File: src/angle_pkg.sv
// Constants, types and register layout for the angle post-processing block
package angle_pkg;

    // ------------------------------------------------------------
    // Register offsets
    // ------------------------------------------------------------
    localparam logic [15:0] CMD_RESULT_ADDR = 16'h0000;
    localparam logic [15:0] EXT_READ_ADDR = 16'h000E;
    localparam logic [15:0] EXT_READ_LAST = 16'h0011;
    localparam logic [15:0] SELF_TEST_ID_ADDR = 16'hFFFC;

    // ------------------------------------------------------------
    // Timing
    // ------------------------------------------------------------
    localparam int CLK_NS = 40;
    localparam int SAMPLE_US = 32;
    localparam int SAMPLE_CYC = SAMPLE_US * 1000 / CLK_NS;
    localparam int HALL_TEST_MS = 36;
    localparam int HALL_TEST_CYC = HALL_TEST_MS * 1000000 / CLK_NS;
    localparam int MEM_SHORT_US = 100;
    localparam int MEM_SHORT_CYC = MEM_SHORT_US * 1000 / CLK_NS;
    localparam int MEM_LONG_FACTOR = 8;
    localparam int TIMEOUT_FACTOR = 2;

    // ------------------------------------------------------------
    // Field steps and bit positions
    // ------------------------------------------------------------
    localparam logic [15:0] STRONG_STEP_G = 16'h0028;
    localparam logic [15:0] WEAK_STEP_G = 16'h0014;
    localparam logic [15:0] HALF_TURN = 16'h8000;
    localparam logic [15:0] ROUND_HALF = 16'h0008;
    localparam logic [15:0] FULL_CODE = 16'hFFFF;
    localparam int TBIT_HALL = 0;
    localparam int TBIT_MEM = 1;
    localparam int TBIT_ROM = 2;

    // Self-test command codes
    typedef enum logic [1:0] {
        CMD_NONE = 2'b00,
        CMD_HALL = 2'b01,
        CMD_MEM = 2'b10,
        CMD_ROM = 2'b11
    } test_cmd_t;

    typedef enum logic [1:0] {
        T_IDLE = 2'b00,
        T_HALL = 2'b01,
        T_MEM = 2'b10,
        T_ROM = 2'b11
    } test_state_t;

    // Processing configuration
    typedef struct packed {
        logic [2:0] averaging_select;
        logic input_direction_bit;
        logic [15:0] gain_shift;
        logic short_stroke;
        logic [15:0] min_angle;
        logic [15:0] max_angle;
        logic [15:0] stroke_gain;
        logic harmonic_lin_enable;
        logic segmented_lin_enable;
        logic [15:0] lin_offset;
        logic [15:0] lin_coeffs;
        logic [15:0] zero_offset;
        logic output_polarity_bit;
        logic [15:0] upper_limit;
        logic [15:0] lower_limit;
        logic die_adjust;
        logic [4:0] field_strong_limit;
        logic [4:0] field_weak_limit;
        logic mem_long_mode;
        logic mem_halt_on_error;
    } proc_cfg_t;

    // Diagnostic event inputs
    typedef struct packed {
        logic supply_over;
        logic prog_pulse;
        logic supply_under;
        logic temp_out;
        logic proc_halt;
        logic nv_single;
        logic nv_multi;
        logic ram_single;
        logic ram_multi;
        logic power_lost;
    } diag_evt_t;

    // Sticky flags
    typedef struct packed {
        logic angle_high_flag;
        logic angle_low_flag;
        logic self_check_fail_flag;
        logic field_high_flag;
        logic field_low_flag;
        logic undervoltage_flag;
        logic supply_high_flag;
        logic temp_range_flag;
        logic watchdog_timeout_flag;
        logic watchdog_count_flag;
        logic eeprom_corrected_flag;
        logic eeprom_uncorrectable_flag;
        logic sram_corrected_flag;
        logic sram_uncorrectable_flag;
        logic angle_timeout_flag;
        logic power_loss_flag;
        logic reset_occurred_flag;
    } diag_flags_t;

endpackage : angle_pkg

File: src/angle_postproc_and_diag.sv
// Angle post-processing pipeline with diagnostic flags and self-tests
`timescale 1ns/10ps
module angle_postproc_and_diag
    import angle_pkg::*;
#(
    parameter int HALL_CYCLES = HALL_TEST_CYC,
    parameter int MEM_CYCLES = MEM_SHORT_CYC,
    parameter int ROM_CYCLES = 64
) (
    input wire logic sys_clk,
    input wire logic srst,
    input wire logic sample_valid,
    input wire logic [15:0] raw_angle,
    input wire logic [15:0] field_gauss,
    input wire proc_cfg_t cfg,
    input wire diag_evt_t evt_pin,
    input wire logic test_start,
    input wire test_cmd_t test_cmd,
    input wire logic hall_fail,
    input wire logic [15:0] hall_result,
    input wire logic [31:0] hall_elements,
    input wire logic mem_fail,
    input wire logic rom_fail,
    input wire logic flags_clear,
    input wire logic [15:0] rd_addr,
    output logic [15:0] rd_data,
    output logic [31:0] rd_wide,
    output logic [11:0] angle_out,
    output logic angle_valid,
    output diag_flags_t flags,
    output logic test_busy
);

    // ------------------------------------------------------------
    // Elaboration checks
    // ------------------------------------------------------------
    if (HALL_CYCLES < 1 || MEM_CYCLES < 1 || ROM_CYCLES < 1) begin : g_chk
        $error("Self-test durations must be at least one cycle");
    end

    // Rounds 16-bit angle to 12 bits, wrapping at full turn
    function automatic logic [11:0] round12(input logic [15:0] a);
        logic [15:0] s;
        s = a + ROUND_HALF;
        return s[15:4];
    endfunction : round12

    // Clamp a value into [lo, hi]
    function automatic logic [15:0] clamp16(input logic [15:0] v,
                                           input logic [15:0] lo,
                                           input logic [15:0] hi);
        logic [15:0] r;
        r = v;
        if (v > hi) begin
            r = hi;
        end else if (v < lo) begin
            r = lo;
        end
        return r;
    endfunction : clamp16

    // ------------------------------------------------------------
    // Synchronise pin-level diagnostic events
    // ------------------------------------------------------------
    diag_evt_t evt_s1;
    diag_evt_t evt;
    always_ff @(posedge sys_clk) begin
        evt_s1 <= srst ? diag_evt_t'('0) : evt_pin;
        evt <= srst ? diag_evt_t'('0) : evt_s1;
    end

    // ------------------------------------------------------------
    // Self-test sequencer
    // ------------------------------------------------------------
    test_state_t state;
    test_state_t next_state;
    logic [31:0] tcnt;
    logic [2:0] fail_id;
    logic [15:0] cmd_result;
    logic [31:0] ext_read;
    logic [31:0] mem_len;
    logic tdone;
    logic tfail;
    logic init_mem;

    // Short mode forced only in the first cycle of the power-up run, while init_mem is set
    assign mem_len = (cfg.mem_long_mode && !init_mem)
                     ? 32'(MEM_CYCLES * MEM_LONG_FACTOR) : 32'(MEM_CYCLES);
    // Halt on error ends memory test at first failure
    assign tdone = (state == T_HALL && tcnt == 32'(HALL_CYCLES - 1))
                || (state == T_MEM && (tcnt == mem_len - 32'd1
                    || (cfg.mem_halt_on_error && mem_fail)))
                || (state == T_ROM && tcnt == 32'(ROM_CYCLES - 1));
    assign tfail = (state == T_HALL && hall_fail)
                || (state == T_MEM && mem_fail)
                || (state == T_ROM && rom_fail);

    // Next state of the self-test sequencer
    always_comb begin
        next_state = state;
        case (state)
            T_IDLE: begin
                if (init_mem) begin
                    next_state = T_MEM;
                end else if (test_start) begin
                    next_state = test_state_t'(test_cmd);
                end
            end
            T_HALL, T_MEM, T_ROM: begin
                if (tdone) begin
                    next_state = T_IDLE;
                end
            end
            default: next_state = T_IDLE;
        endcase
    end

    // Sequencer registers; failing test identity kept per test
    always_ff @(posedge sys_clk) begin
        if (srst) begin
            state <= T_IDLE;
            tcnt <= 32'h0000_0000;
            fail_id <= 3'b000;
            init_mem <= 1'b1;
            cmd_result <= 16'h0000;
            ext_read <= 32'h0000_0000;
        end else begin
            state <= next_state;
            tcnt <= (state != next_state || tdone) ? 32'h0000_0000
                                                   : tcnt + 32'd1;
            if (state == T_MEM) begin
                init_mem <= 1'b0;
            end
            if (tfail && state == T_HALL) begin
                fail_id[TBIT_HALL] <= 1'b1;
            end
            if (tfail && state == T_MEM) begin
                fail_id[TBIT_MEM] <= 1'b1;
            end
            if (tfail && state == T_ROM) begin
                fail_id[TBIT_ROM] <= 1'b1;
            end
            if (state == T_HALL && tdone) begin
                cmd_result <= hall_result;
                ext_read <= hall_elements;
            end
        end
    end

    // ------------------------------------------------------------
    // Averaging; no samples accepted during hall test
    // ------------------------------------------------------------
    logic [22:0] acc;
    logic [7:0] nsamp;
    logic [7:0] avg_target;
    logic avg_done;
    logic [15:0] dir_angle;
    logic [15:0] avg_angle;
    logic take;

    assign take = sample_valid && state != T_HALL;
    // Direction bit flips rotation sense into the pipeline
    assign dir_angle = cfg.input_direction_bit ? 16'(-raw_angle) : raw_angle;
    assign avg_target = 8'(1 << cfg.averaging_select);
    assign avg_done = take && (nsamp + 8'd1 == avg_target);
    assign avg_angle = 16'((acc + 23'(dir_angle)) >> cfg.averaging_select);

    // Accumulates 2^n samples before one pipeline entry
    always_ff @(posedge sys_clk) begin
        if (srst) begin
            acc <= 23'h00_0000;
            nsamp <= 8'h00;
        end else if (take) begin
            acc <= avg_done ? 23'h00_0000 : acc + 23'(dir_angle);
            nsamp <= avg_done ? 8'h00 : nsamp + 8'd1;
        end
    end

    // ------------------------------------------------------------
    // Post-processing stages at 16 bits, with 32-bit products and a 12-bit rounded result
    // ------------------------------------------------------------
    logic [15:0] s_off;
    logic [31:0] s_prod;
    logic [15:0] s_scale;
    logic [15:0] s_lin_in;
    logic [31:0] s_corr;
    logic [15:0] s_lin;
    logic [15:0] s_zero;
    logic [15:0] s_pol;
    logic [15:0] s_clamp;
    logic [11:0] s_round;
    logic over_max;
    logic under_min;

    // Zeroing shift ahead of gain
    assign s_off = avg_angle - cfg.gain_shift;
    // Bound check on angle before scaling
    assign over_max = cfg.short_stroke && s_off > cfg.max_angle;
    assign under_min = cfg.short_stroke && s_off < cfg.min_angle;
    // Gain is 8.8 fixed point, saturating at full code
    assign s_prod = (32'(s_off - cfg.min_angle) * 32'(cfg.stroke_gain)) >> 8;
    assign s_scale = !cfg.short_stroke ? s_off
                   : (s_prod > 32'(FULL_CODE)) ? FULL_CODE : s_prod[15:0];
    // Linearization input made continuous over full turn
    assign s_lin_in = s_scale - cfg.lin_offset;
    // Coefficient is a signed scale of a first-harmonic-like term
    // Operands widened first so the full product survives the shift
    assign s_corr = 32'((34'($signed({1'b0, s_lin_in[14:0]}))
                        * 34'($signed(cfg.lin_coeffs))) >>> 15);
    assign s_lin = (cfg.harmonic_lin_enable || cfg.segmented_lin_enable)
                   ? s_lin_in + s_corr[15:0] : s_lin_in;
                   // Same correction path for segments
    assign s_zero = s_lin - cfg.zero_offset;
    assign s_pol = cfg.output_polarity_bit ? 16'(-s_zero) : s_zero;
    assign s_clamp = cfg.short_stroke
                     ? clamp16(s_pol, cfg.lower_limit, cfg.upper_limit)
                     : s_pol;
    assign s_round = round12(cfg.die_adjust ? s_clamp + HALF_TURN : s_clamp);

    // Result register, one per refresh, order fixed above
    always_ff @(posedge sys_clk) begin
        if (srst) begin
            angle_out <= 12'h000;
            angle_valid <= 1'b0;
        end else begin
            angle_valid <= avg_done;
            if (avg_done) begin
                angle_out <= s_round;
            end
        end
    end

    // ------------------------------------------------------------
    // Angle timeout watchdog
    // ------------------------------------------------------------
    logic [31:0] since;
    logic [31:0] tmo_limit;
    logic timeout;
    // Allow twice the refresh period before calling it late
    assign tmo_limit = 32'(SAMPLE_CYC * TIMEOUT_FACTOR) << cfg.averaging_select;
    assign timeout = since >= tmo_limit && state != T_HALL;

    always_ff @(posedge sys_clk) begin
        if (srst || avg_done || state == T_HALL) begin
            since <= 32'h0000_0000;
        end else if (!timeout) begin
            since <= since + 32'd1;
        end
    end

    // ------------------------------------------------------------
    // Sticky flags; a set wins over a clear in the same cycle
    // ------------------------------------------------------------
    diag_flags_t set_v;
    diag_flags_t next_flags;
    always_comb begin
        set_v = '0;
        set_v.angle_high_flag = avg_done && over_max;
        set_v.angle_low_flag = avg_done && under_min;
        set_v.self_check_fail_flag = tfail;
        set_v.field_high_flag = field_gauss >
            16'(cfg.field_strong_limit * STRONG_STEP_G);
        set_v.field_low_flag = field_gauss <
            16'(cfg.field_weak_limit * WEAK_STEP_G);
        set_v.undervoltage_flag = evt.supply_under;
        set_v.supply_high_flag = evt.supply_over || evt.prog_pulse;
        set_v.temp_range_flag = evt.temp_out;
        set_v.watchdog_timeout_flag = evt.proc_halt;
        set_v.watchdog_count_flag = evt.proc_halt;
        set_v.eeprom_corrected_flag = evt.nv_single;
        set_v.eeprom_uncorrectable_flag = evt.nv_multi;
        set_v.sram_corrected_flag = evt.ram_single;
        set_v.sram_uncorrectable_flag = evt.ram_multi;
        set_v.angle_timeout_flag = timeout;
        set_v.power_loss_flag = evt.power_lost;
        set_v.reset_occurred_flag = evt.power_lost;
        next_flags = set_v | (flags_clear ? diag_flags_t'('0) : flags);
    end

    // Reset itself counts as a processor reset event
    always_ff @(posedge sys_clk) begin
        if (srst) begin
            flags <= '0;
            flags.power_loss_flag <= 1'b1;
            flags.reset_occurred_flag <= 1'b1;
        end else begin
            flags <= next_flags;
        end
    end

    // ------------------------------------------------------------
    // Read port: result field, extended data, failing-test id
    // ------------------------------------------------------------
    logic [15:0] next_rd;
    assign next_rd = (rd_addr == CMD_RESULT_ADDR) ? cmd_result
                   : (rd_addr == SELF_TEST_ID_ADDR) ? {13'h0000, fail_id}
                   : 16'h0000;

    always_ff @(posedge sys_clk) begin
        if (srst) begin
            rd_data <= 16'h0000;
            rd_wide <= 32'h0000_0000;
            test_busy <= 1'b0;
        end else begin
            rd_data <= next_rd;
            rd_wide <= (rd_addr >= EXT_READ_ADDR && rd_addr <= EXT_READ_LAST)
                       ? ext_read : 32'h0000_0000;
            test_busy <= next_state != T_IDLE;
        end
    end
endmodule : angle_postproc_and_diag

File: config.mk
export PLATFORM = sky130hd
export DESIGN_NAME = angle_postproc_and_diag
export DESIGN_NICKNAME = d
export VERILOG_FILES = /design/src/angle_pkg.sv /design/src/angle_postproc_and_diag.sv
export SDC_FILE = /design/constraint.sdc
export NUM_CORES = 2
export LEC_CHECK = 0
export ABC_CLOCK_PERIOD_IN_PS = 92200
export BUFFER_PORTS_ARGS = -buffer_cell sky130_fd_sc_hd__buf_2
export CAP_MARGIN = 10
export CELL_PAD_IN_SITES_DETAIL_PLACEMENT = 0
export CELL_PAD_IN_SITES_GLOBAL_PLACEMENT = 1
export CORE_ASPECT_RATIO = 1.2
export CORE_MARGIN = 4
export CORE_UTILIZATION = 50
export DETAILED_ROUTE_END_ITERATION = 12
export PLACE_DENSITY = 0.91
export SKIP_LAST_GASP = 1
export SYNTH_ARGS = -nofsm -noshare
export SYNTH_HDL_FRONTEND = slang
export SYNTH_SLANG_ARGS = --single-unit
File: constraint.sdc
create_clock -name sys_clk -period 92.2 [get_ports sys_clk]
set_input_delay 9.22 -clock sys_clk [delete_from_list [all_inputs] [get_ports sys_clk]]
set_output_delay 9.22 -clock sys_clk [all_outputs]
set_load 0.005 [all_outputs]
Word-level counts from Yosys, hierarchy flattened
Index checks and enable logic that the tools add are counted.
{ "totals": {"ff_bits": 248} }
{ "classes": {"eq_ne": 10, "addsub": 14, "order_cmp": 10, "n_mul": 4, "muxes": 19, "shift": 3, "n_bitwise": 2, "n_reduce_logical": 37} }
{ "ops": {"columns": ["op", "count"], "rows": [
  ["$mux W16", 10],
  ["$add A32 B1 Y32 const B", 2],
  ["$sub A16 B16 Y16", 3],
  ["$eq A32 B20 Y1 const B", 1],
  ["$eq A32 B32 Y1", 1],
  ["$eq A32 B6 Y1 const B", 1],
  ["$ge A32 B32 Y1", 1],
  ["$gt A16 B16 Y1", 2],
  ["$lt A16 B16 Y1", 2],
  ["$mul A17 B17 Y32", 1],
  ["$neg A16 Y16", 2],
  ["$shl A11 B3 Y32 const A", 1],
  ["$mul A16 B16 Y31", 1],
  ["$gt A24 B16 Y1 const B", 1],
  ["$add A23 B16 Y23", 1],
  ["$mux W23", 1],
  ["$shr A23 B3 Y16", 1],
  ["$logic_and A1 B1 Y1", 20],
  ["$mux W17", 1],
  ["$or A17 B17 Y17", 1],
  ["$sub A16 B16 Y17", 1],
  ["$add A16 B16 Y16", 1],
  ["$add A16 B16 Y16 const B", 1],
  ["$add A16 B4 Y16 const B", 1],
  ["other kinds (27)", 41]
]} }

Longest topological paths before layout
{ "depth": {"ltp_word": 24, "ltp_mapped": 137} }

Worst setup path before layout
No wires, ideal clock.
{ "synth_path": {"path_kind": "input port to flip-flop", "start": "input port raw_angle[1]", "end": "register angle_out[11]", "t_arrival_ns": 35.043, "cell_stages": 132, "required_ns": 92.105, "path_slack_ns": 57.062, "path_buffers": 6, "path_cell_list": "inv_1 ha_1 nand2_1 or2_2 o21ai_0 xnor2_1 ha_1 buf_2 o2111ai_1 nor2_1 o21a_1 or3_1 xnor2_1 inv_1 mux4_2 nand2_1 o21ai_0 ha_1 [96 not listed] xnor2_1 xnor2_1 ha_1 nand4_1 nor4_1 a31oi_1 nand2_1 a21oi_1 buf_4 o2bb2ai_1 inv_1 ha_1 inv_1 nor3b_4 a31oi_2 o21ai_1 a31o_1 o311ai_1"} }
{ "synth_via": {"elab_chain_len": 24} }
{ "synth_rtl": {"columns": ["item", "line", "text"], "rows": [
  ["from (decl)", "angle_postproc_and_diag.sv:13", "input wire logic [15:0] raw_angle,"],
  ["$neg A16 Y16", "angle_postproc_and_diag.sv:163", "assign dir_angle = cfg.input_direction_bit ? 16'(-raw_angle) : raw_angle;"],
  ["$mux W16 *", "angle_postproc_and_diag.sv:163", null],
  ["$add A23 B16 Y23 *", "angle_postproc_and_diag.sv:166", "assign avg_angle = 16'((acc + 23'(dir_angle)) >> cfg.averaging_select);"],
  ["$shr A23 B3 Y16 *", "angle_postproc_and_diag.sv:166", null],
  ["$sub A16 B16 Y16 *", "angle_postproc_and_diag.sv:196", "assign s_off = avg_angle - cfg.gain_shift;"],
  ["$sub A16 B16 Y17", "angle_postproc_and_diag.sv:201", "assign s_prod = (32'(s_off - cfg.min_angle) * 32'(cfg.stroke_gain)) >> 8;"],
  ["$mul A17 B17 Y32", "angle_postproc_and_diag.sv:201", null],
  ["$gt A24 B16 Y1", "angle_postproc_and_diag.sv:203", ": (s_prod > 32'(FULL_CODE)) ? FULL_CODE : s_prod[15:0];"],
  ["[8 not listed]", null, null],
  ["$mux W16 *", "angle_postproc_and_diag.sv:214", "assign s_pol = cfg.output_polarity_bit ? 16'(-s_zero) : s_zero;"],
  ["$lt A16 B16 Y1", "angle_postproc_and_diag.sv:56", "end else if (v < lo) begin"],
  ["$mux W16", "angle_postproc_and_diag.sv:56", null],
  ["$mux W16", "angle_postproc_and_diag.sv:54", "if (v > hi) begin"],
  ["$mux W16 *", "angle_postproc_and_diag.sv:216", "? clamp16(s_pol, cfg.lower_limit, cfg.upper_limit)"],
  ["$add A16 B16 Y16", "angle_postproc_and_diag.sv:218", "assign s_round = round12(cfg.die_adjust ? s_clamp + HALF_TURN : s_clamp);"],
  ["$mux W16 *", "angle_postproc_and_diag.sv:218", null],
  ["$add A16 B4 Y16 *", "angle_postproc_and_diag.sv:44", "s = a + ROUND_HALF;"],
  ["to (signal assigned)", "angle_postproc_and_diag.sv:228", "angle_out <= s_round;"],
  ["to (decl)", "angle_postproc_and_diag.sv:28", "output logic [11:0] angle_out,"]
]} }
Mark *: on every way between the ends. The rest lies on a longest branch, timed or not.
A chain may end at the register's enable or synchronous reset.

Worst setup path after layout
{ "layout_path": {"start": "input port raw_angle[1]", "end": "register angle_out[6]"} }
The elaborated chain is that of the path after synthesis.

==> flow_summary.yaml <==
setup_path:
  maximum_net_fanout_on_the_critical_path: 18
  ff2ff_path_depth: 122
  critical_path.endpoint_type: "flop"
  slowest_cell_on_the_critical_path: "sky130_fd_sc_hd__a21oi_1"
  critical_path.max_stage_delay_ns: 0.83
  critPathKind: "in2reg"
  ff2ff_setup_slack_ns: 62.53
  r2r_start: "acc[0]$_SDFFE_PP0P_"
  path_depth: 125
  crit_path_frequent_cell: "sky130_fd_sc_hd__fa_1"
  crit_arrival_ns: 39.11
  regToRegEndpoint: "angle_out[6]$_SDFFE_PP0P_"
  path_buf_inv: 11
  required_ns: 92.67
  crit_family: "compound AO/OA/AOI/OAI gates"
  crit_path_start_kind: "primary input"
sta:
  number_of_hold_slack_violations_in_the_final_timing_report: 0
  grt_setup_unrepaired: "no"
  post-route-period-util: 0.419
  max_slew_margin: 0.191
  max_clock_freq_mhz: 25.9
  timing.setup.tns_ns: 0
  final_number_of_setup_violating_endpoints: 0
  worst_pin_slew_ns: 1.21
  skew_ns: 0.0195
  final_max_slew_viol_count: 0
  post-route-min-period_ns: 38.64
min_path:
  min_delay_worst_endpoint: "flags[11]$_SDFF_PP0_"
  hold_path.startpoint: "evt[7]$_SDFF_PP0_"
  hp-class: "reg2reg"
  holdPathStages: 2
floorplanning:
  die_y_um: 302
  die_area_um2: 76200
  start_util: 0.505
  boundaryPins: 360
  core_um2: 71100
  die_width_um: 253
  fp-row-count: 107
finish:
  net_total_in_the_final_layout: 5745
  sequential_cell_area_um2: 4960
  multi_input_comb_area_um2: 27600
  syn2layout_area_growth_pct: 10.1
  fill_cells: 6648
  final_layout_size_suffix_gt1_frac: 0.108
global_routing:
  first_global_vias: 30700
  gr-usage-all-layers: 0.260
  grt_pass1_wl_um: 160000
  antenna_found_initial: 15
  grt_start_max_net_pins: 55
  global_route.overflow_total: 0
synthesis:
  synth.yosys.warnings: 0
  netlist_instances: 4358
  yosys.cell_count.top_type: "sky130_fd_sc_hd__inv_1"
  average_instance_area_after_synthesis_um2: 8.25
  synth_sequential_area_ratio: 0.138
  synth-async-reset-ratio: 0
  number_of_unique_standard_cell_types_used_by_synthesis: 101
  mappedNetlistNets: 5470
  area_contributors_post_synth: "sky130_fd_sc_hd__fa_1 (25%), sky130_fd_sc_hd__dfxtp_1 (14%), sky130_fd_sc_hd__ha_1 (13%)"
  synth_largest_area_cell: "sky130_fd_sc_hd__fa_1"
  synth_ff_type: "sky130_fd_sc_hd__dfxtp_1"
  synth.ff_latch_count: 248
  number_of_flops_mapped_to_enable_cells_by_yosys: 0
  post-synth-top-area-fraction: 0.248
  post_synth_instance_area_um2: 35900
  top_cells_by_count_synth: "sky130_fd_sc_hd__inv_1 (761), sky130_fd_sc_hd__nand2_1 (545), sky130_fd_sc_hd__fa_1 (446), sky130_fd_sc_hd__ha_1 (385), sky130_fd_sc_hd__dfxtp_1 (248)"
clock_network:
  postCtsResizedCells: 0
  clkLatencyLatePin_ns: 0.56
  clk_pin_slew_ns: 0.07
  tritoncts_num_sinks: 248
  post_cts.repair.setup_buffers: 0
  clk_root_buffer_cell: "sky130_fd_sc_hd__clkbuf_16"
  cts_buffer_depth: 3
  cts_hold_buffers: 0
  cts_inserted_buffers: 25
  clock_tree.htree_level_count: 1
  cts_tree: "yes"
placement:
  gp_congestion: 0.932
  post-dp-hpwl_um: 81900
  placement.io_buffers: 359
detailed_routing:
  wire_per_inst_um: 17.9
  drc_viols: 0
  detail_route.iter0.violations: 1472
  postRouteWirelength_um: 100000
  firstDrtPassIters: 6
  viasPerCell: 5.42
  route.antenna.remaining_nets: 0
  routed-via-count: 30300
run_status:
  run_status: "finished clean"
run:
  timing.max_cap.violations: 0
metal layers:
metal  vias to the layer above  wire length (µm)  track usage
met3                       211              6180       0.0331
met2                       863             50200        0.475
li1                      14500                 -            -
met5                         -                73            0
met4                        12              4360        0.101
met1                     14700             39100        0.310
cell usage in the layout, fill, tap and decap left out, types with 10 or more instances in the layout:
cell type,n
sky130_fd_sc_hd__a21o_1,43
sky130_fd_sc_hd__nor4_1,28
sky130_fd_sc_hd__buf_2,358
sky130_fd_sc_hd__o2111ai_1,11
sky130_fd_sc_hd__nor2b_1,97
sky130_fd_sc_hd__xor2_1,85
sky130_fd_sc_hd__o21ai_0,112
sky130_fd_sc_hd__inv_1,761
sky130_fd_sc_hd__nor2_1,243
sky130_fd_sc_hd__fa_1,446
sky130_fd_sc_hd__buf_4,35
sky130_fd_sc_hd__o211ai_1,20
sky130_fd_sc_hd__or3_1,21
sky130_fd_sc_hd__mux2i_1,13
sky130_fd_sc_hd__ha_1,385
sky130_fd_sc_hd__nand2_1,545
sky130_fd_sc_hd__clkbuf_16,25
sky130_fd_sc_hd__nand4_1,24
sky130_fd_sc_hd__a21oi_1,224
sky130_fd_sc_hd__a31oi_1,16
sky130_fd_sc_hd__dfxtp_1,248
sky130_fd_sc_hd__o31ai_1,14
sky130_fd_sc_hd__a21boi_0,20
sky130_fd_sc_hd__a211oi_1,26
sky130_fd_sc_hd__o21a_1,43
sky130_fd_sc_hd__xnor2_1,123
sky130_fd_sc_hd__and2_1,236
sky130_fd_sc_hd__o22a_1,14
sky130_fd_sc_hd__nor3_1,69
sky130_fd_sc_hd__and3_1,28
sky130_fd_sc_hd__or2_2,10
sky130_fd_sc_hd__nand2b_1,50
sky130_fd_sc_hd__nand3_1,54
sky130_fd_sc_hd__diode_2,11
how the worst max path moves through the flow:
stage	slack, ns	to	start
6_report	53.56	angle_out[6]$_SDFFE_PP0P_	raw_angle[1]
5_1_grt	50.86	angle_out[6]$_SDFFE_PP0P_	raw_angle[1]
4_1_cts	53.67	angle_out[6]$_SDFFE_PP0P_	raw_angle[0]
3_5_place_dp	53.14	angle_out[6]$_SDFFE_PP0P_	raw_angle[1]
3_3_place_gp	53.88	angle_out[6]$_SDFFE_PP0P_	raw_angle[0]
2_1_floorplan	57.06	angle_out[11]$_SDFFE_PP0P_	raw_angle[1]
tightest hold or removal path, delay by kind of cell, from the launching register on:
family	cells	cell delay (ns)
AOI/OAI and AO/OA	1	0.03
DFF	1	0.31
and+or+nand+nor	1	0.06
per-stage QoR:
stage / hold slack, ns / std cells / cell area, µm² / setup WS [ns] / util
final: 0.438 / 5589 / 39600 / 53.56 / 0.556
after global routing: 0.445 / 5580 / 39500 / 50.86 / 0.556
after CTS: 0.446 / 5578 / 39500 / 53.67 / 0.556
after detailed placement: 0.428 / 5532 / 38600 / 53.14 / 0.544
after global placement: 0.417 / 5532 / 38600 / 53.88 / 0.544
after floorplan: 0.407 / 4358 / 35900 / 57.06 / -
cell families (layout without fill, tap and decap cells):
family | Yosys count | count (layout) | share of synthesized area
compound gates | 660 | 660 | 0.121
fa+ha+maj | 835 | 835 | 0.384
flops | 248 | 248 | 0.138
xor+xnor | 216 | 216 | 0.0537
buf+inv | 909 | 1203 | 0.0955
mux | 25 | 25 | 0.00864
simple gates | 1465 | 1465 | 0.200
other cells | 0 | 11 | 0
layout make-up:
| cell class | count | area share |
|---|---|---|
| Tap cell | 926 | 0.0293 |
| Sequential cell | 248 | 0.126 |
| Antenna cell | 11 | 0.000696 |
| Multi-Input combinational cell | 3201 | 0.698 |
| Inverter | 764 | 0.0725 |
| Clock buffer | 28 | 0.0169 |
| Timing Repair Buffer | 393 | 0.0519 |
| Clock inverter | 18 | 0.00554 |
sequential cells by signal (all words and copies together) (netlist names):
signal / flops
cmd_result: 16
tcnt: 32
since: 32
nsamp: 8
acc: 23
angle_out: 12
fail_id: 3
evt: 10
evt_s1: 10
angle_valid: 1
ext_read: 32
rd_wide: 32
flags: 17
state: 2
init_mem: 1
rd_data: 16
test_busy: 1
Power is left out: the tool's default activity adds up to more than one toggle a clock period on the data nets, which glitch-free logic cannot reach.
